**config.mk**
```make
export PLATFORM = sky130hd
export DESIGN_NAME = adc_serial_control_port
export DESIGN_NICKNAME = d
export VERILOG_FILES = /design/src/design/adc_port_pkg.sv /design/src/design/adc_serial_control_port.sv /design/src/design/edge_sync.sv /design/src/design/conversion_timer.sv
export SDC_FILE = /design/constraint.sdc
export NUM_CORES = 1
export LEC_CHECK = 0
export BUFFER_PORTS_ARGS = -buffer_cell sky130_fd_sc_hd__clkbuf_2
export CORE_MARGIN = 2
export CORE_UTILIZATION = 40
export CTS_CLUSTER_SIZE = 28
export DETAILED_ROUTE_END_ITERATION = 10
export GPL_ROUTABILITY_DRIVEN = 0
export PLACE_DENSITY = 0.56
export SYNTH_ARGS = -nofsm -noshare
export SYNTH_HDL_FRONTEND = slang
export SYNTH_SLANG_ARGS = --single-unit
```
**constraint.sdc**
```tcl
create_clock -name sys_clk_i -period 4.4 [get_ports sys_clk_i]
set_clock_uncertainty 0.15 [all_clocks]
set_input_delay 0.88 -clock sys_clk_i [delete_from_list [all_inputs] [get_ports sys_clk_i]]
set_output_delay 0.88 -clock sys_clk_i [all_outputs]
set_load 0.01 [all_outputs]
```
**src/design/adc_port_pkg.sv**
```systemverilog
package adc_port_pkg;
  localparam int          CLK_NS         = 50;
  localparam int          FAST_CONV_NS   = 10000;
  localparam int          SLOW_CONV_NS   = 40000;
  localparam int          FAST_CONV_CY   = (FAST_CONV_NS + CLK_NS - 1) / CLK_NS;
  localparam int          SLOW_CONV_CY   = (SLOW_CONV_NS + CLK_NS - 1) / CLK_NS;
  localparam int          RES_W          = 10;
  localparam int          CMD_W          = 4;
  localparam int          CNT_W          = 5;
  localparam int          CONV_CNT_W     = 10;
  localparam logic [4:0]  CMD_LAST_IDX   = 5'h03;
  localparam logic [4:0]  CMD_BITS       = 5'h04;
  localparam logic [4:0]  SAMPLE_IDX     = 5'h03;
  localparam logic [4:0]  CONVERT_IDX    = 5'h09;
  localparam logic [4:0]  CNT_MAX        = 5'h1f;
  localparam logic [3:0]  CMD_CH_LAST    = 4'h7;
  localparam logic [3:0]  CMD_POWER_DOWN = 4'h8;
  localparam logic [3:0]  CMD_FAST_RATE  = 4'h9;
  localparam logic [3:0]  CMD_SLOW_RATE  = 4'ha;
  localparam logic [3:0]  CMD_TEST_MID   = 4'hb;
  localparam logic [3:0]  CMD_TEST_LOW   = 4'hc;
  localparam logic [3:0]  CMD_TEST_HIGH  = 4'hd;
  localparam logic [9:0]  TEST_MID_CODE  = 10'h200;
  localparam logic [9:0]  TEST_LOW_CODE  = 10'h000;
  localparam logic [9:0]  TEST_HIGH_CODE = 10'h3ff;
  localparam logic [9:0]  RESULT_RESET   = 10'h000;
endpackage

```
**src/design/adc_serial_control_port.sv**
```systemverilog
`timescale 1ns/1ns
`default_nettype none
module adc_serial_control_port (
  input  wire logic       sys_clk_i,
  input  wire logic       reset_i,
  input  wire logic       cs_n_i,
  input  wire logic       frame_sync_i,
  input  wire logic       io_clk_i,
  input  wire logic       data_in_i,
  input  wire logic       clock_polarity_select_i,
  input  wire logic       four_input_variant_i,
  input  wire logic [9:0] analog_code_i,
  output logic            data_out_o,
  output logic            data_out_oe_o,
  output logic            eoc_o,
  output logic [2:0]      channel_o,
  output logic            sampling_o,
  output logic            power_down_o,
  output logic            fast_rate_o
);
  // ---------------------------------------------------------------
  // Command decoding
  // ---------------------------------------------------------------
  function automatic logic converts(input logic [3:0] cmd, input logic four_var);
    logic ok;
    ok = 1'b0;
    if (cmd <= adc_port_pkg::CMD_CH_LAST) begin
      ok = ~(four_var & cmd[0]);
    end else if (cmd == adc_port_pkg::CMD_TEST_MID || cmd == adc_port_pkg::CMD_TEST_LOW ||
                 cmd == adc_port_pkg::CMD_TEST_HIGH) begin
      ok = 1'b1;
    end
    return ok;
  endfunction

  function automatic logic [9:0] conv_value(input logic [3:0] cmd, input logic [9:0] analog);
    logic [9:0] v;
    v = analog;
    case (cmd)
      adc_port_pkg::CMD_TEST_MID:  v = adc_port_pkg::TEST_MID_CODE;
      adc_port_pkg::CMD_TEST_LOW:  v = adc_port_pkg::TEST_LOW_CODE;
      adc_port_pkg::CMD_TEST_HIGH: v = adc_port_pkg::TEST_HIGH_CODE;
      default:                     v = analog;
    endcase
    return v;
  endfunction

  // ---------------------------------------------------------------
  // Pin synchronisers
  // ---------------------------------------------------------------
  logic cs_lvl;
  logic cs_rise;
  logic cs_fall;
  logic fs_lvl;
  logic clk_rise;
  logic clk_fall;
  logic din_lvl;
  logic pol_lvl;

  edge_sync #(.INIT(1'b1)) u_cs (
    .sys_clk_i (sys_clk_i),
    .reset_i   (reset_i),
    .async_i   (cs_n_i),
    .level_o   (cs_lvl),
    .rise_o    (cs_rise),
    .fall_o    (cs_fall)
  );

  edge_sync #(.INIT(1'b1)) u_fs (
    .sys_clk_i (sys_clk_i),
    .reset_i   (reset_i),
    .async_i   (frame_sync_i),
    .level_o   (fs_lvl),
    .rise_o    (),
    .fall_o    ()
  );

  edge_sync #(.INIT(1'b0)) u_clk (
    .sys_clk_i (sys_clk_i),
    .reset_i   (reset_i),
    .async_i   (io_clk_i),
    .level_o   (),
    .rise_o    (clk_rise),
    .fall_o    (clk_fall)
  );

  edge_sync #(.INIT(1'b0)) u_din (
    .sys_clk_i (sys_clk_i),
    .reset_i   (reset_i),
    .async_i   (data_in_i),
    .level_o   (din_lvl),
    .rise_o    (),
    .fall_o    ()
  );

  edge_sync #(.INIT(1'b1)) u_pol (
    .sys_clk_i (sys_clk_i),
    .reset_i   (reset_i),
    .async_i   (clock_polarity_select_i),
    .level_o   (pol_lvl),
    .rise_o    (),
    .fall_o    ()
  );

  // ---------------------------------------------------------------
  // Sequencer state
  // ---------------------------------------------------------------
  typedef struct packed {
    logic       active;
    logic       dsp;
    logic       armed;
    logic [4:0] main_cnt;
    logic [4:0] cap_cnt;
    logic [3:0] cmd;
    logic [9:0] shift;
    logic       oe;
    logic       sampling;
    logic       pd;
    logic       fast;
    logic [9:0] result;
  } port_t;

  port_t st_r;
  port_t st_nxt;

  logic       conv_start;
  logic       conv_abort;
  logic       cmd_done;
  logic       conv_busy;
  logic       conv_eoc;
  logic       conv_done;
  logic [9:0] conv_result;
  logic       main_edge;
  logic       out_edge;
  logic       cap_edge;

  // MSB-first command arrives on the capture edge; the other edge set drives timing.
  assign main_edge = st_r.dsp ? clk_fall : clk_rise;
  assign out_edge  = st_r.dsp ? clk_rise : clk_fall;
  assign cap_edge  = (pol_lvl ^ st_r.dsp) ? clk_rise : clk_fall;

  always_comb begin
    logic [3:0] new_cmd;
    new_cmd    = {st_r.cmd[2:0], din_lvl};
    st_nxt     = st_r;
    conv_start = 1'b0;
    conv_abort = 1'b0;
    cmd_done   = 1'b0;
    if (conv_done) begin
      st_nxt.result = conv_result;
    end
    if (cs_fall) begin
      // A fall while busy throws the conversion away; the old result stays.
      conv_abort      = conv_busy;
      st_nxt.active   = 1'b1;
      st_nxt.dsp      = ~fs_lvl;
      st_nxt.armed    = fs_lvl;
      st_nxt.main_cnt = '0;
      st_nxt.cap_cnt  = '0;
      st_nxt.cmd      = '0;
      st_nxt.shift    = st_r.result;
      st_nxt.oe       = 1'b1;
      st_nxt.sampling = 1'b0;
      st_nxt.pd       = 1'b0;
    end else if (cs_rise) begin
      st_nxt.active   = 1'b0;
      st_nxt.oe       = 1'b0;
      st_nxt.sampling = 1'b0;
      if (!st_r.dsp) begin
        st_nxt.armed    = 1'b0;
        st_nxt.main_cnt = '0;
        st_nxt.cap_cnt  = '0;
      end
    end else if (st_r.active && !cs_lvl) begin
      if (st_r.dsp && clk_fall && fs_lvl) begin
        st_nxt.armed    = 1'b1;
        st_nxt.main_cnt = '0;
        st_nxt.cap_cnt  = '0;
        st_nxt.cmd      = '0;
        st_nxt.sampling = 1'b0;
        st_nxt.shift    = st_r.result;
      end else if (st_r.armed) begin
        if (cap_edge && st_r.cap_cnt < adc_port_pkg::CMD_BITS) begin
          st_nxt.cmd     = new_cmd;
          st_nxt.cap_cnt = st_r.cap_cnt + 5'h01;
          if (st_r.cap_cnt == adc_port_pkg::CMD_LAST_IDX) begin
            cmd_done = 1'b1;
            case (new_cmd)
              adc_port_pkg::CMD_POWER_DOWN: st_nxt.pd   = 1'b1;
              adc_port_pkg::CMD_FAST_RATE:  st_nxt.fast = 1'b1;
              adc_port_pkg::CMD_SLOW_RATE:  st_nxt.fast = 1'b0;
              default:                      st_nxt.pd   = st_r.pd;
            endcase
            if (st_r.main_cnt > adc_port_pkg::SAMPLE_IDX &&
                st_r.main_cnt <= adc_port_pkg::CONVERT_IDX) begin
              // With capture just after each main edge, as in microcontroller mode with capture on falls, the command completes after the fourth main edge.
              st_nxt.sampling = converts(new_cmd, four_input_variant_i);
            end
          end
        end
        if (main_edge && st_r.main_cnt != adc_port_pkg::CNT_MAX) begin
          st_nxt.main_cnt = st_r.main_cnt + 5'h01;
          if (st_r.main_cnt == adc_port_pkg::SAMPLE_IDX) begin
            st_nxt.sampling = (st_nxt.cap_cnt == adc_port_pkg::CMD_BITS) &&
                              converts(st_nxt.cmd, four_input_variant_i);
          end
          if (st_r.main_cnt == adc_port_pkg::CONVERT_IDX) begin
            st_nxt.sampling = 1'b0;
            // Only a channel or self-test command hands over to the converter.
            conv_start = converts(st_nxt.cmd, four_input_variant_i);
          end
        end
        if (out_edge) begin
          // Zeros shift in behind the result, giving trailing zeros past ten bits.
          st_nxt.shift = {st_r.shift[8:0], 1'b0};
        end
      end
    end
  end

  always_ff @(posedge sys_clk_i or posedge reset_i) begin
    if (reset_i) begin
      st_r <= '0;
    end else begin
      st_r <= st_nxt;
    end
  end

  // ---------------------------------------------------------------
  // Converter timing
  // ---------------------------------------------------------------
  conversion_timer u_conv (
    .sys_clk_i (sys_clk_i),
    .reset_i   (reset_i),
    .start_i   (conv_start),
    .abort_i   (conv_abort),
    .fast_i    (st_r.fast),
    .value_i   (conv_value(st_nxt.cmd, analog_code_i)),
    .busy_o    (conv_busy),
    .eoc_o     (conv_eoc),
    .done_o    (conv_done),
    .result_o  (conv_result)
  );

  assign data_out_o    = st_r.shift[9];
  assign data_out_oe_o = st_r.oe;
  assign eoc_o         = conv_eoc;
  assign channel_o     = four_input_variant_i ? {1'b0, st_r.cmd[2:1]} : st_r.cmd[2:0];
  assign sampling_o    = st_r.sampling;
  assign power_down_o  = st_r.pd;
  assign fast_rate_o   = st_r.fast;

  // ---------------------------------------------------------------
  // Checks
  // ---------------------------------------------------------------
  mode_latch_a: assert property (@(posedge sys_clk_i) disable iff (reset_i)
    cs_fall |=> st_r.dsp == !$past(fs_lvl))
    else $error("host type not latched at chip select fall");

  oe_on_fall_a: assert property (@(posedge sys_clk_i) disable iff (reset_i)
    cs_fall |=> data_out_oe_o && data_out_o == $past(st_r.result[9]))
    else $error("output not enabled with result msb");

  oe_off_rise_a: assert property (@(posedge sys_clk_i) disable iff (reset_i)
    cs_rise |=> !data_out_oe_o ##1 !data_out_oe_o || cs_fall)
    else $error("output not floated at chip select rise");

  start_tenth_a: assert property (@(posedge sys_clk_i) disable iff (reset_i)
    conv_start |-> main_edge && st_r.main_cnt == adc_port_pkg::CONVERT_IDX && st_r.armed)
    else $error("conversion started away from the tenth edge");

  eoc_low_start_a: assert property (@(posedge sys_clk_i) disable iff (reset_i)
    conv_start && !conv_abort |=> !eoc_o)
    else $error("end of conversion not low at conversion start");

  zero_tail_a: assert property (@(posedge sys_clk_i) disable iff (reset_i)
    out_edge && st_r.armed && st_r.active && !cs_lvl && !cs_fall &&
    (st_r.main_cnt > adc_port_pkg::CONVERT_IDX ||
     (st_r.dsp && st_r.main_cnt == adc_port_pkg::CONVERT_IDX)) |=> !data_out_o)
    else $error("serial output not low after the result");

  cmd_four_a: assert property (@(posedge sys_clk_i) disable iff (reset_i)
    cmd_done |=> st_r.cap_cnt == adc_port_pkg::CMD_BITS)
    else $error("command not complete after four capture edges");

  power_down_a: assert property (@(posedge sys_clk_i) disable iff (reset_i)
    cmd_done && st_nxt.cmd == adc_port_pkg::CMD_POWER_DOWN |=> power_down_o && !sampling_o)
    else $error("power-down command not taken");

  rate_select_a: assert property (@(posedge sys_clk_i) disable iff (reset_i)
    cmd_done && st_nxt.cmd == adc_port_pkg::CMD_SLOW_RATE |=> !fast_rate_o)
    else $error("slow rate not selected");

  hold_result_a: assert property (@(posedge sys_clk_i) disable iff (reset_i)
    conv_abort |=> $stable(st_r.result) && eoc_o)
    else $error("abort disturbed the held result");

  sample_window_a: assert property (@(posedge sys_clk_i) disable iff (reset_i)
    sampling_o |-> st_r.armed && st_r.main_cnt > adc_port_pkg::SAMPLE_IDX &&
                   st_r.main_cnt <= adc_port_pkg::CONVERT_IDX)
    else $error("sampling outside the fourth to tenth edge window");

  dsp_rearm_a: assert property (@(posedge sys_clk_i) disable iff (reset_i)
    st_r.active && st_r.dsp && !cs_lvl && !cs_fall && clk_fall && fs_lvl |=>
    st_r.armed && st_r.main_cnt == '0 && data_out_o == $past(st_r.result[9]))
    else $error("sequencer not restarted by a fall with frame sync high");
endmodule
`default_nettype wire

```
**src/design/edge_sync.sv**
```systemverilog
`timescale 1ns/1ns
`default_nettype none
module edge_sync #(
  parameter logic INIT = 1'b0
) (
  input  wire logic sys_clk_i,
  input  wire logic reset_i,
  input  wire logic async_i,
  output logic      level_o,
  output logic      rise_o,
  output logic      fall_o
);
  typedef struct packed {
    logic s1;
    logic s2;
    logic s3;
  } sync_t;

  sync_t sy_r;
  sync_t sy_nxt;

  // The first stage feeds only the second stage, so metastability stays contained.
  always_comb begin
    sy_nxt    = sy_r;
    sy_nxt.s1 = async_i;
    sy_nxt.s2 = sy_r.s1;
    sy_nxt.s3 = sy_r.s2;
  end

  always_ff @(posedge sys_clk_i or posedge reset_i) begin
    if (reset_i) begin
      sy_r <= {INIT, INIT, INIT};
    end else begin
      sy_r <= sy_nxt;
    end
  end

  assign level_o = sy_r.s2;
  assign rise_o  = sy_r.s2 & ~sy_r.s3;
  assign fall_o  = ~sy_r.s2 & sy_r.s3;
endmodule
`default_nettype wire

```
**src/design/conversion_timer.sv**
```systemverilog
`timescale 1ns/1ns
`default_nettype none
module conversion_timer (
  input  wire logic       sys_clk_i,
  input  wire logic       reset_i,
  input  wire logic       start_i,
  input  wire logic       abort_i,
  input  wire logic       fast_i,
  input  wire logic [9:0] value_i,
  output logic            busy_o,
  output logic            eoc_o,
  output logic            done_o,
  output logic [9:0]      result_o
);
  localparam int FAST_CY = adc_port_pkg::FAST_CONV_CY;
  localparam int SLOW_CY = adc_port_pkg::SLOW_CONV_CY;
  localparam int SLOW_DONE = SLOW_CY + 1;

  typedef struct packed {
    logic       busy;
    logic       eoc;
    logic       done;
    logic [9:0] cnt;
    logic [9:0] value;
    logic [9:0] result;
  } conv_t;

  conv_t cv_r;
  conv_t cv_nxt;

  always_comb begin
    cv_nxt      = cv_r;
    cv_nxt.done = 1'b0;
    if (abort_i) begin
      cv_nxt.busy = 1'b0;
      cv_nxt.eoc  = 1'b1;
    end else if (start_i) begin
      cv_nxt.busy  = 1'b1;
      cv_nxt.eoc   = 1'b0;
      cv_nxt.value = value_i;
      cv_nxt.cnt   = fast_i ? 10'(FAST_CY - 1) : 10'(SLOW_CY - 1);
    end else if (cv_r.busy) begin
      if (cv_r.cnt == 10'h000) begin
        cv_nxt.busy   = 1'b0;
        cv_nxt.eoc    = 1'b1;
        cv_nxt.done   = 1'b1;
        cv_nxt.result = cv_r.value;
      end else begin
        cv_nxt.cnt = cv_r.cnt - 10'h001;
      end
    end
  end

  always_ff @(posedge sys_clk_i or posedge reset_i) begin
    if (reset_i) begin
      cv_r <= {1'b0, 1'b1, 1'b0, 10'h000, 10'h000, 10'h000};
    end else begin
      cv_r <= cv_nxt;
    end
  end

  assign busy_o   = cv_r.busy;
  assign eoc_o    = cv_r.eoc;
  assign done_o   = cv_r.done;
  assign result_o = cv_r.result;

  conv_bounded_a: assert property (@(posedge sys_clk_i) disable iff (reset_i)
    start_i && !abort_i |-> ##[1:SLOW_DONE] (done_o || abort_i))
    else $error("conversion did not finish within the rate bound");

  eoc_high_done_a: assert property (@(posedge sys_clk_i) disable iff (reset_i)
    done_o |-> eoc_o && !busy_o && result_o == $past(cv_r.value))
    else $error("result not readable when end of conversion rises");
endmodule
`default_nettype wire

```
==> results.md, run 1 <==
- After filler insertion, the fill cell instance count of the layout stands at roughly 1.0k.
- The number of H-tree levels is 3.
- For this run, the post-layout net count is 451.
- Entering global routing, the biggest net connects 40 pins.
- The worst setup path is captured at a register.
- Once detail routing completed, the nets flagged for antenna violations numbered 0.
- The count of pins on the block boundary is 27.
- In the final routed layout, each cell accounts on average for 15.3 µm.
- In this run the tightest slew margin relative to its limit is 32.4%.
- The cell leakage power is 2.20 nW.
- The total power after layout is 1.68 mW.
- Counting every net in the synthesized netlist gives 426.
- The biggest cell delay along the critical path is 0.58 ns.
- The number of buffers inserted by post-CTS setup repair is 0.
- Setup repair after global routing left no endpoint under its margin.
- In the layout the commonest cells are sky130_fd_sc_hd__dfrtp_1 (77), sky130_fd_sc_hd__nand2_1 (42), sky130_fd_sc_hd__nor2_1 (31).
- Adding up every negative setup slack in the final design gives 0 ns.
- In this run the tool buffered the top-level ports with 26 buffer cells.
- The worst setup path is of the register to register kind.
- The largest register by flop count is st_r.
- At the pin with the least slew margin, the transition time is between 1 and 1.5 ns.
- The final non-filler cell total is 567.
- The utilization of the core after routing is a little under half.
- From bottom edge to top edge, the die measures 107 µm.
- The signal on the critical path passes through inv_1, ha_1, or3b_1, or4_4, nor2_4, o2111ai_4, nand3_1, mux2_1.
- After routing the design area is about 0.0047 mm².
- The register bit count reported by yosys is 85.
- Counting I/O delays and the setup requirement, the final critical path takes 3.41 ns.
- The number of enable flip-flop cells after synthesis is 0.
- The count of final hold-check violations came to 0.
- The number of antenna diodes in the final layout is 0.
- In this run the horizontal extent of the chip is ~110 µm.
- The distinct cell type count of the synthesized netlist is 67.
- Global routing used 16.5% of the available tracks across all layers.
- The worst-skew pair later-pin latency is about 0.37 ns.
- The die covers 0.0114 mm².
- The final cycle utilization of the critical path is 77.5%.
- The required time of the critical path is 4.49 ns.
- The post-detailed-route via-to-cell ratio is 5.37.
- In this run the power density over the cells is 362 mW/mm².
- Summing every instance area after synthesis gives 0.00422 mm².
- For this block, the initial DRC count from the detailed router was around 120.
- Of all nets on the critical path, the largest fanout is 21.
- Summed over all nets, the half-perimeter wirelength after detailed placement is 6.13 mm.
- For this run, the register share of the synthesized area comes to 50.7%.
- The post-place instance area is ~0.0045 mm².
- The number of hold buffers added after CTS was 0.
- The aggregate global routing overflow is 0.
- The core region is about 0.010 mm².
- The initial standard-cell utilization of the core is between 40% and 50%.
- On the final layout, the worst hold slack is 0.210 ns.
- The global-route wire length before repair is 14.8 mm.
- The critical-path cell with the highest stage delay is sky130_fd_sc_hd__nand3_1.
- Counting every instance in the synthesized netlist gives 401.
- The first TritonRoute pass finished after 4 iterations.
- Of the cells placed in the final design, the portion with a size suffix greater than 1 is between 20% and 30%.
- After detailed routing, the total wire length is 8.65 mm.
- The data arrival time of the critical path is roughly 3.5 ns.
- The buffers plus inverters on the worst setup path is 1.
- Relative to the synthesized area, the layout overhead comes to 10.4%.
- The total number of yosys warnings is 0.
- The library cell used most frequently in the layout, excluding fill and tap cells, is sky130_fd_sc_hd__dfrtp_1.
- After layout, the worst setup slack is 0.989 ns.
- After detailed routing, the number of remaining DRC violations is 0.
- Across the run, the number of max-cap violations was 0.
- The number of clock sinks is 85.
- Gates resized during post-CTS repair numbered 0.
- The total number of placement rows is 37.
- The primary flip-flop cell chosen by synthesis mapping is sky130_fd_sc_hd__dfrtp_1.
- The number of antenna violations at the first check in global routing came to 0.
- The library cell with the largest summed area after synthesis is sky130_fd_sc_hd__dfrtp_1.
- TritonCTS created 9 clock buffers.
- The final count of pins violating max slew is 0.
- Dividing the synthesized area by the synthesized cell count gives 10.5 µm².
- The run finished with clean final reports.
- TritonCTS built the clock tree.
- STA classifies the critical path startpoint as a register.
- After synthesis, the share of flip-flops with an asynchronous set or reset is 100%.
- The worst setup slack after placement is 0.980 ns.
- The maximum ir drop on the vdd rail is 0.000149 V.
- In this design, the largest share of critical-path delay is due to simple AND/OR/NAND/NOR gates.
- The post-CTS clock slew at the launch and capture registers of the worst setup and hold paths is 0.09 ns.
- The tree is rooted in a sky130_fd_sc_hd__clkbuf_8.
- The clock passes through at most 2 buffers.
- Setup violations remaining at the end of the flow were counted as 0.
- The routed layout has 3045 vias.
- The type of the worst min-delay path is register to register.
- The via count of the first global-routing pass is 3022.
- Summed over its instances, the top area cell type makes up 45.7% of the synthesized netlist area.
- The fmax is 293 MHz.
- The register with the most flip-flops in the layout has 36 of them.
- The total instance count after detailed placement is 551.
- By area the synthesized netlist is led by sky130_fd_sc_hd__dfrtp_1 (46%), sky130_fd_sc_hd__dfstp_2 (5.0%), sky130_fd_sc_hd__nand2_1 (3.7%), sky130_fd_sc_hd__mux2_2 (3.5%), sky130_fd_sc_hd__nor2_1 (2.8%).
-- cells in the mapped netlist (all sizes together) (2+ instances only) --
library cell,instances
nor4b,5
nand2,42
nand4,2
or4,4
nand3b,4
or4b,2
nor3b,3
nor4,2
o211a,4
o21ai,23
inv,16
nand2b,7
xnor2,5
a21oi,24
and3,3
a22oi,12
buf,8
clkbuf,10
a32o,2
nand3,8
a21o,9
dfstp,8
mux2,24
mux2i,2
and2,2
dfrtp,77
a31oi,3
nor3,11
o21bai,2
and3b,2
o21a,3
nor2,33
o31ai,3
ha,7
o211ai,3
or3,4
nor2b,6
-- metal layers --
metal / wire, µm / vias up / share of wire, % / global-route usage [%]
met2: 3940 / 53 / 46 / 24.9
met4: 102 / 0 / 1.2 / 5.38
met1: 4280 / 1492 / 49 / 23.2
met3: 332 / 10 / 3.8 / 4.07
li1: - / 1490 / - / -
met5: 0 / - / 0 / 0
-- layout make-up --
class,count,area [µm²],share of cell area (%)
Clock buffer,9,124,2.66
Clock inverter,7,63.8,1.37
Inverter,16,61.3,1.32
Multi-Input combinational cell,282,1920,41.3
Sequential cell,85,2140,45.9
Tap cell,136,170,3.65
Timing Repair Buffer,32,175,3.76
-- where the power goes --
group / switching (mW) / leakage [nW] / internal (mW)
clock network: 0.325 / 0.0907 / 0.219
logic: 0.130 / 1.01 / 0.0983
registers: 0.0611 / 1.10 / 0.850
-- path summary, 6_finish.rpt --
kind | start | endpoint | slack [ns] | cells after the start
min reg2reg | u_cs.sy_nxt[1] | u_cs.level_o | 0.21 | 0
max reg2reg | u_cs.sy_r[0] | u_conv.result_o[4] | 0.99 | 8
max in group asynchronous | reset_i | u_conv.done_o | 2.86 | 3
min | u_cs.sy_nxt[1] | u_cs.level_o | 0.21 | 0
max | u_cs.sy_r[0] | u_conv.result_o[4] | 0.99 | 8
min in group asynchronous | reset_i | power_down_o | 0.43 | 2
-- cell families after synthesis --
group | share of synthesized area (%)
adders and majority gates | 2.08
buffers and inverters | 3.68
AOI/OAI and AO/OA | 16.8
xor gates and xnor gates | 1.25
and+or+nand+nor | 18.6
muxes | 6.97
DFF | 50.7
Note: power is estimated with default switching activity, not from simulation.
==> run 2: changes to the inputs <==
- ABC_AREA: not set -> 1
- clock period: 4.4 -> 3.5 ns (I/O delays scaled with it)
==> run 2 against run 1 <==
Against the previous run: design area up 2.5%; fmax up 23%; register-to-register slack worse by 0.26 ns; synthesized area up 2.5%; sequential cell count unchanged; cell count up 23%; clock-buffer cell count up 2; die area up 2.4%.
==> results.md, run 2 <==
- The buffers plus inverters on the worst setup path is 3.
- The worst setup slack after placement is 0.708 ns.
- Summing the sequential cell areas from Yosys gives 49.4% of the chip area.
- The critical-path cell with the highest stage delay is sky130_fd_sc_hd__dfstp_2.
- The routed design has 9.15 mm of wire.
- The slew at the pin closest to its max-slew limit is 0.507 ns.
- The via count of the first global-routing pass is 3314.
- The diode insertion count for antenna repair is 0.
- Once placement finished, the instance area stood at 0.00459 mm².
- The number of flip-flops under the largest register name is 36.
- The dominant combinational cell family by area after synthesis is simple AND/OR/NAND/NOR gates.
- The worst register-to-register path begins at u_cs.level_o.
- The required time of the critical path is 3.59 ns.
- The placeable core region is 0.0104 mm².
- Cells with a size suffix above 1 make up between 10% and 20% of the layout.
- The library cell with the largest summed area after synthesis is sky130_fd_sc_hd__dfrtp_1.
- The fmax is 361 MHz.
- Counting cells, the worst reg-to-reg path comes to 10.
- The final critical-path required period is 2.77 ns.
- The dominant delay contributor by cell family on the critical path is simple AND/OR/NAND/NOR gates.
- The overall fraction of global-route tracks in use is 17.2%.
- The startpoint kind of the worst setup timing path is a register.
- The worst-case setup margin in the final layout is 0.729 ns.
- The final count of pins violating max slew is 0.
- The largest register by flop count is st_r.
- The total number of yosys warnings is 0.
- The post-detailed-route via-to-cell ratio is 4.89.
- The total number of placement rows is 37.
- The cell leakage power is approximately 2.5 nW.
- The power per unit of standard cell area is 500 mW/mm².
- The detail route stage leaves a number of antenna-violating nets equal to 0.
- On the worst path, the slowest cell contributes a delay of 0.55 ns.
- Measured along the y axis, the die boundary spans 108 µm.
- The count of final hold-check violations is 0.
- Setup repair after global routing left no endpoint under its margin.
- The biggest fanout along the worst timing path is 13.
- The initial utilization of the core area, before any placement, comes to 41.5%.
- The primary flip-flop cell chosen by synthesis mapping is sky130_fd_sc_hd__dfrtp_1.
- The first global-routing pass estimated 15.7 mm of wire.
- TritonCTS built the clock tree.
- The tree is rooted in a sky130_fd_sc_hd__clkbuf_8.
- Summing the areas of all and, or, nand and nor instances in the mapped netlist gives between 20% and 30% of the synthesized area.
- The number of maximum-capacitance constraint violations is 0.
- The critical path runs through a total of 10 cells.
- Leaving out fill and tap cells, the most frequent cells in the layout are sky130_fd_sc_hd__nand2_1 (138), sky130_fd_sc_hd__dfrtp_1 (77), sky130_fd_sc_hd__inv_1 (65).
- Setup violations remaining at the end of the flow were counted as 0.
- Buffers added to address setup during post-CTS repair amount to 0.
- For hold timing, the worst endpoint is u_pol.level_o.
- The startpoint of the worst hold path is u_pol.sy_nxt[1].
- The endpoint of the lowest-slack register-to-register path is u_conv.cv_r[11].
- At the later pin of the worst-skew pair, clock insertion delay measures about 0.37 ns.
- The number of antenna violations at the first check in global routing is 0.
- The number of H-tree levels is 3.
- The remaining routing DRC violations is 0.
- The path class of the tightest hold or removal check is register to register.
- The number of buffer cells added on primary ports is 26.
- The synthesized netlist devotes 10.7% of its cell area to compound gates.
- The number of DRC markers in iteration 0 is between 150 and 200.
- The number of clock sinks is between 80 and 90.
- Traced cell by cell, the critical path runs through inv_1, ha_1, inv_1, nand2_1, nor2_4, inv_2, nor3_1, nand3_2, nor2_2, a21oi_1.
- Summing the areas of all fa, ha and maj instances in the mapped netlist gives under 10% of the synthesized area.
- In the finished design, the share of the clock period the worst path needs comes to between 70% and 80%.
- The total CTS buffers is 9.
- The post-CTS clock slew at the launch and capture registers of the worst setup and hold paths is 0.09 ns.
- The fraction of registers with async set/reset is 100%.
- The remaining max-slew budget at the tightest pin is 66.1%.
- Summing every instance area after synthesis gives 0.00432 mm².
- Counting along the longest clock path gives a buffer depth of 2.
- The number of enable flip-flop cells after synthesis is 0.
- The number of cells on the worst hold path is 0.
- After clock tree synthesis, the flow added hold-fix buffers numbering 0.
- The top-area cell type share of the netlist area is 44.6%.
- Dividing the detail-routed wire length by the instance count gives between 10 and 15 µm.
- The worst setup path is captured at a register.
- The total iterations of the first detailed-routing run is 4.
- The setup check on the worst reg-to-reg path leaves a slack of 0.73 ns.
- The worst setup path is of the register to register kind.
- After Yosys synthesis, XOR and XNOR cells account for 1.42% of the synthesized area.
- The per-instance average area after synthesis is 8.19 µm².
- Ranked by instance count, the synthesized netlist is headed by sky130_fd_sc_hd__nand2_1 (138), sky130_fd_sc_hd__dfrtp_1 (77), sky130_fd_sc_hd__inv_1 (66).
- The run finished with clean final reports.
- Multiplexer cells account for 2.60% of the synthesized area.
- Synthesis inferred 85 register bits.
- The multi-input gate area in the final layout is 0.00184 mm².
- The cell count after synthesis is 528.
- The cell that appears most often on the critical path is sky130_fd_sc_hd__inv_1.
- The area occupied by registers is 0.00214 mm².
- In this run, distinct cell masters in the synthesized netlist total 40.
- The most common cell after layout, fill and taps aside is sky130_fd_sc_hd__nand2_1.
- The total of cells resized after clock tree synthesis is 0.
- VDD sags by at most between 0.0003 and 0.0004 V.
- The final-stage net count is 582.
- The data arrival time of the critical path is 2.86 ns.
- The maximum number of pins on one net before global-route repair is 86.
- The via count of the routed design is 3416.
- The count of filler cells inserted in the layout is 1036.
- The die extent in x is 108 µm.
- The number of nets produced by synthesis is approximately 550.
- The count of pins on the block boundary is 27.
- The post-layout instance area is between 0.004 and 0.005 mm².
- The synthesis-to-finish area growth is 10.4%.
- The die area is approximately 0.012 mm².
- The estimated wirelength of the detail-placed design is 6.56 mm.
- By area the synthesized netlist is led by sky130_fd_sc_hd__dfrtp_1 (45%), sky130_fd_sc_hd__nand2_1 (12%), sky130_fd_sc_hd__inv_1 (5.7%), sky130_fd_sc_hd__dfstp_2 (4.9%), sky130_fd_sc_hd__a21oi_1 (4.7%).
- Yosys instantiated no cell more often than sky130_fd_sc_hd__nand2_1.
- The aggregate global routing overflow is 0.
- The aggregate negative setup slack is 0 ns.
==> run 2: cell count changes in the layout (fill, tap and decap cells not counted), moves of 7 or more <==
cell,before,now
sky130_fd_sc_hd__o21ai_1,4,11
sky130_fd_sc_hd__a22oi_1,12,1
sky130_fd_sc_hd__inv_1,13,65
sky130_fd_sc_hd__nand3_1,8,41
sky130_fd_sc_hd__nand2b_1,7,0
sky130_fd_sc_hd__mux2_1,10,0
sky130_fd_sc_hd__a21oi_1,22,41
sky130_fd_sc_hd__nor2_1,31,39
sky130_fd_sc_hd__a21o_1,9,1
sky130_fd_sc_hd__nand2_1,42,138
==> run 2: how the worst max path moves through the flow <==
| stage | slack (ns) | from | end |
|---|---|---|---|
| after floorplan | 0.47 | reset_i | data_out_o |
| after global placement | 0.84 | u_cs.level_o | u_conv.cv_r[15] |
| after detailed placement | 0.71 | u_cs.level_o | u_conv.cv_r[11] |
| after global routing | 0.48 | u_cs.level_o | u_conv.cv_r[12] |
| final | 0.73 | u_cs.level_o | u_conv.cv_r[11] |
| after CTS | 0.70 | u_cs.level_o | u_conv.cv_r[11] |
==> run 2: cells by family after synthesis <==
group / Yosys count
AO/OA/AOI/OAI: 87
flip-flops: 85
XOR/XNOR: 7
buffers and inverters: 84
AND/OR/NAND/NOR: 248
multiplexers: 10
adder cells (fa/ha/maj): 7
==> run 2: report_power, final <==
group          switching [mW]  internal [mW]  total [mW]
Clock                   0.382          0.285       0.667
Combinational           0.285          0.188       0.474
Sequential              0.108           1.14        1.25
==> run 2: layer usage <==
| metal | GRT usage, % | up-vias | share of wire [%] |
|---|---|---|---|
| met5 | 0 | - | 0 |
| met3 | 3.74 | 11 | 3.7 |
| met1 | 24.3 | 1605 | 51 |
| met4 | 6.23 | 0 | 1.3 |
| met2 | 26.1 | 52 | 44 |
| li1 | - | 1748 | - |
==> run 2: area by class of cell <==
cell class,count,share of cell area (%)
Clock buffer,11,2.96
Multi-Input combinational cell,359,38.6
Clock inverter,5,0.892
Timing Repair Buffer,28,3.30
Sequential cell,85,44.8
Tap cell,136,3.57
Inverter,74,5.85
==> run 2: worst reg2reg max path: stages, from the launching register on <==
cell,delay (ns)
sky130_fd_sc_hd__dfstp_2,0.55
sky130_fd_sc_hd__inv_1,0.05
sky130_fd_sc_hd__ha_1,0.29
sky130_fd_sc_hd__inv_1,0.32
sky130_fd_sc_hd__nand2_1,0.17
sky130_fd_sc_hd__nor2_4,0.14
sky130_fd_sc_hd__inv_2,0.07
sky130_fd_sc_hd__nor3_1,0.17
sky130_fd_sc_hd__nand3_2,0.20
sky130_fd_sc_hd__nor2_2,0.40
sky130_fd_sc_hd__a21oi_1,0.13
==> run 2: through the flow <==
step | power [mW] | hold slack, ns | std cells | utilization, %
4_1_cts | 2.42 | 0.209 | 698 | 45.8
3_3_place_gp | 1.73 | 0.185 | 682 | 44.0
2_1_floorplan | 1.61 | 0.181 | 528 | -
6_report | 2.39 | 0.208 | 698 | 45.8
5_1_grt | 2.56 | 0.215 | 698 | 45.8
3_5_place_dp | 1.74 | 0.186 | 682 | 44.0
==> run 3: changes to the inputs <==
- ABC_AREA: 1 -> 0
- PLACE_DENSITY: 0.56 -> 0.59
- clock period: 3.5 -> 2.3 ns (I/O delays scaled with it)
==> run 3 against run 2 <==
Against the previous run: sequential power up 38%; fmax grew 1.5%; hold slack got worse by 0.20 ns; non-clock buffer count rose by 80; clock power increased by 50%; the flow now finishes with violations (setup timing); sequential share of layout area decreased by 6.7 points; utilization is 8.8 points higher; power up 42%; largest power group unchanged; sequential cell count stayed put; combinational power grew 41%; global-route usage grew 0.30 points.
==> results.md, run 3 (synthesis gave the netlist of run 1 again) <==
- The power per unit of standard cell area is between 600 and 700 mW/mm².
- Setup repair after global routing could not meet its margin everywhere.
- Subtracting the final worst setup slack from the clock period gives 2.73 ns.
- In this run the tool buffered the top-level ports with 26 buffer cells.
- The synthesis-to-finish area growth is 33.1%.
- The register with the most flip-flops in the final layout is st_r.
- The number of buffers on the longest clock path is 2.
- The count of final hold-check violations is 0.
- The critical-path cell with the highest stage delay is sky130_fd_sc_hd__dfstp_2.
- The count of pins on the block boundary is 27.
- The final count of pins violating max slew was 0.
- The placeable core region is 0.0103 mm².
- The maximum number of pins on one net before global-route repair is 34.
- The HPWL after detailed placement is 6.83 mm.
- With fillers left out, the area of the finished cells amounts to 0.00561 mm².
- Clock tree synthesis inserted a total of 9 buffers.
- The CTS root buffer is sky130_fd_sc_hd__clkbuf_8.
- Dividing the detail-routed wire length by the instance count gives roughly 15 µm.
- Clock-pin slew was measured on the worst setup and hold paths at about 0.09 ns.
- Using the TritonRoute via totals, the vias-per-cell ratio works out to 5.27.
- On the critical path the largest part of the delay comes from simple AND/OR/NAND/NOR gates.
- Across the run, the number of max-cap violations was 0.
- Across the VDD grid, the largest voltage drop is 0.000417 V.
- The total iterations of the first detailed-routing run is 4.
- The worst-skew pair later-pin latency is 0.37 ns.
- The number of H-tree levels is 3.
- By startpoint and endpoint, the worst setup path is classified as register to register.
- After detailed placement, the total cell area comes to roughly 0.005 mm².
- The fmax is ~370 MHz.
- The number of flip-flops under the largest register name is 36.
- In the routed design, unresolved DRC markers number 0.
- On the worst path, the slowest cell contributes a delay of 0.55 ns.
- The data arrival time of the critical path is 2.90 ns.
- Counting both buffers and inverters, the worst setup path holds a total of 2.
- After filler insertion, the fill cell instance count of the layout stands at 928.
- 0 antenna diodes ended up in the layout.
- The checks that failed: setup timing.
- The cell leakage power is 2.63 nW.
- The count of final setup violators is 35.
- The global-route wire length before repair is ~16 mm.
- The final route contains 3397 vias.
- The worst-case setup margin in the final layout is -0.430 ns.
- Along the worst path, the maximum fanout reaches 5.
- For this block, the routed nets add up to 9.92 mm of wire.
- Global routing used 17.5% of the available tracks.
- The die area is 0.0114 mm².
- The total number of placement rows is 37.
- Setup total negative slack on the finished layout was measured at -11.80 ns.
- The post-route netlist has around 40% of its cells at a drive strength greater than 1.
- The run finished, with violations left.
- The vertical die dimension is 107 µm.
- The number of nets still failing antenna checks after routing is 0.
- The number of clock sinks is 85.
- The element type at the critical path end is a register.
- The worst setup path is launched from a register.
- The initial utilization of the core area, before any placement, comes to 41.0%.
- In the layout the commonest cells are sky130_fd_sc_hd__dfrtp_1 (76), sky130_fd_sc_hd__buf_4 (64), sky130_fd_sc_hd__nand2_1 (35).
- Walking the worst path, the cells encountered are inv_2, ha_4, or3b_4, or4_4, nor2_4, buf_4, o2111a_2, nand4_2, nand2_1, a21o_1.
- The type of the worst min-delay path is input pin to async pin.
- The slew at the pin closest to its max-slew limit is 0.646 ns.
- The die extent in x is roughly 110 µm.
- The most common cell after layout, fill and taps aside is sky130_fd_sc_hd__dfrtp_1.
- The number of DRC markers in iteration 0 is 143.
- The number of antenna violations at the first check in global routing is 0.
- The via count of the first global-routing pass is 3378.
- The remaining max-slew budget at the tightest pin is about 57%.
- The required time of the critical path is 2.47 ns.
- The aggregate global routing overflow is 0.
- The TritonCTS clock tree is done.
- The final-stage net count is 528.
- The final cycle utilization of the critical path is 119%.
## run 3: stage by stage
stage               hold WS, ns  cells  util, %  total power [mW]  setup slack (ns)
finish                  0.00398    644     54.6              3.39            -0.430
global route             0.0114    644     54.6              3.58            -0.530
CTS                     0.00119    635     52.4              3.38            -0.418
detailed placement        0.186    614     49.1              2.35            -0.491
global placement          0.184    614     49.1              2.33            -0.410
floorplan                 0.181    401        -              2.10            -0.321
## run 3: layout make-up
class	instances	area [µm²]	share of cell area [%]
inverter	16	63.8	1.14
tap	136	170	3.03
sequential	85	2140	38.1
timing repair buffer	108	845	15.1
multi-input combinational	283	2210	39.4
clock buffer	10	128	2.27
clock inverter	6	53.8	0.959
## run 3: path summary, 6_finish.rpt
check	endpoint	cells past startpoint	start	slack (ns)
worst max-delay path	u_conv.cv_r[14]	10	u_cs.sy_r[0]	-0.43
min in group sys_clk_i	u_clk.sy_nxt[1]	1	io_clk_i	0.04
worst min register to register	u_din.level_o	0	u_din.sy_nxt[1]	0.20
max in group asynchronous	u_cs.sy_nxt[1]	3	reset_i	1.38
worst max register to register	u_conv.cv_r[14]	10	u_cs.sy_r[0]	-0.43
worst min-delay path	data_out_o	2	reset_i	0.004
## run 3: routing by layer
metal | routed length [µm] | GRT usage [%]
met1 | 4600 | 22.5
met5 | 0 | 0
met4 | 133 | 5.94
met2 | 4840 | 28.6
met3 | 341 | 4.74
## run 3: report_power, final
part           internal (mW)  total, mW  switching, mW
Combinational          0.320      0.666          0.346
Clock                  0.412       1.00          0.593
Sequential              1.63       1.72         0.0973
## run 3: repair_timing
| item | 4_1_cts | 5_1_grt |
|---|---|---|
| pin swaps | 7 | 5 |
| endpoints found under the setup margin | 51 | 53 |
| resized for setup | 25 | 36 |
| cloned | 0 | 2 |
| hold buffers | 2 | 1 |
| hold endpoints to repair | 2 | 1 |
| buffers inserted | 3 | 6 |
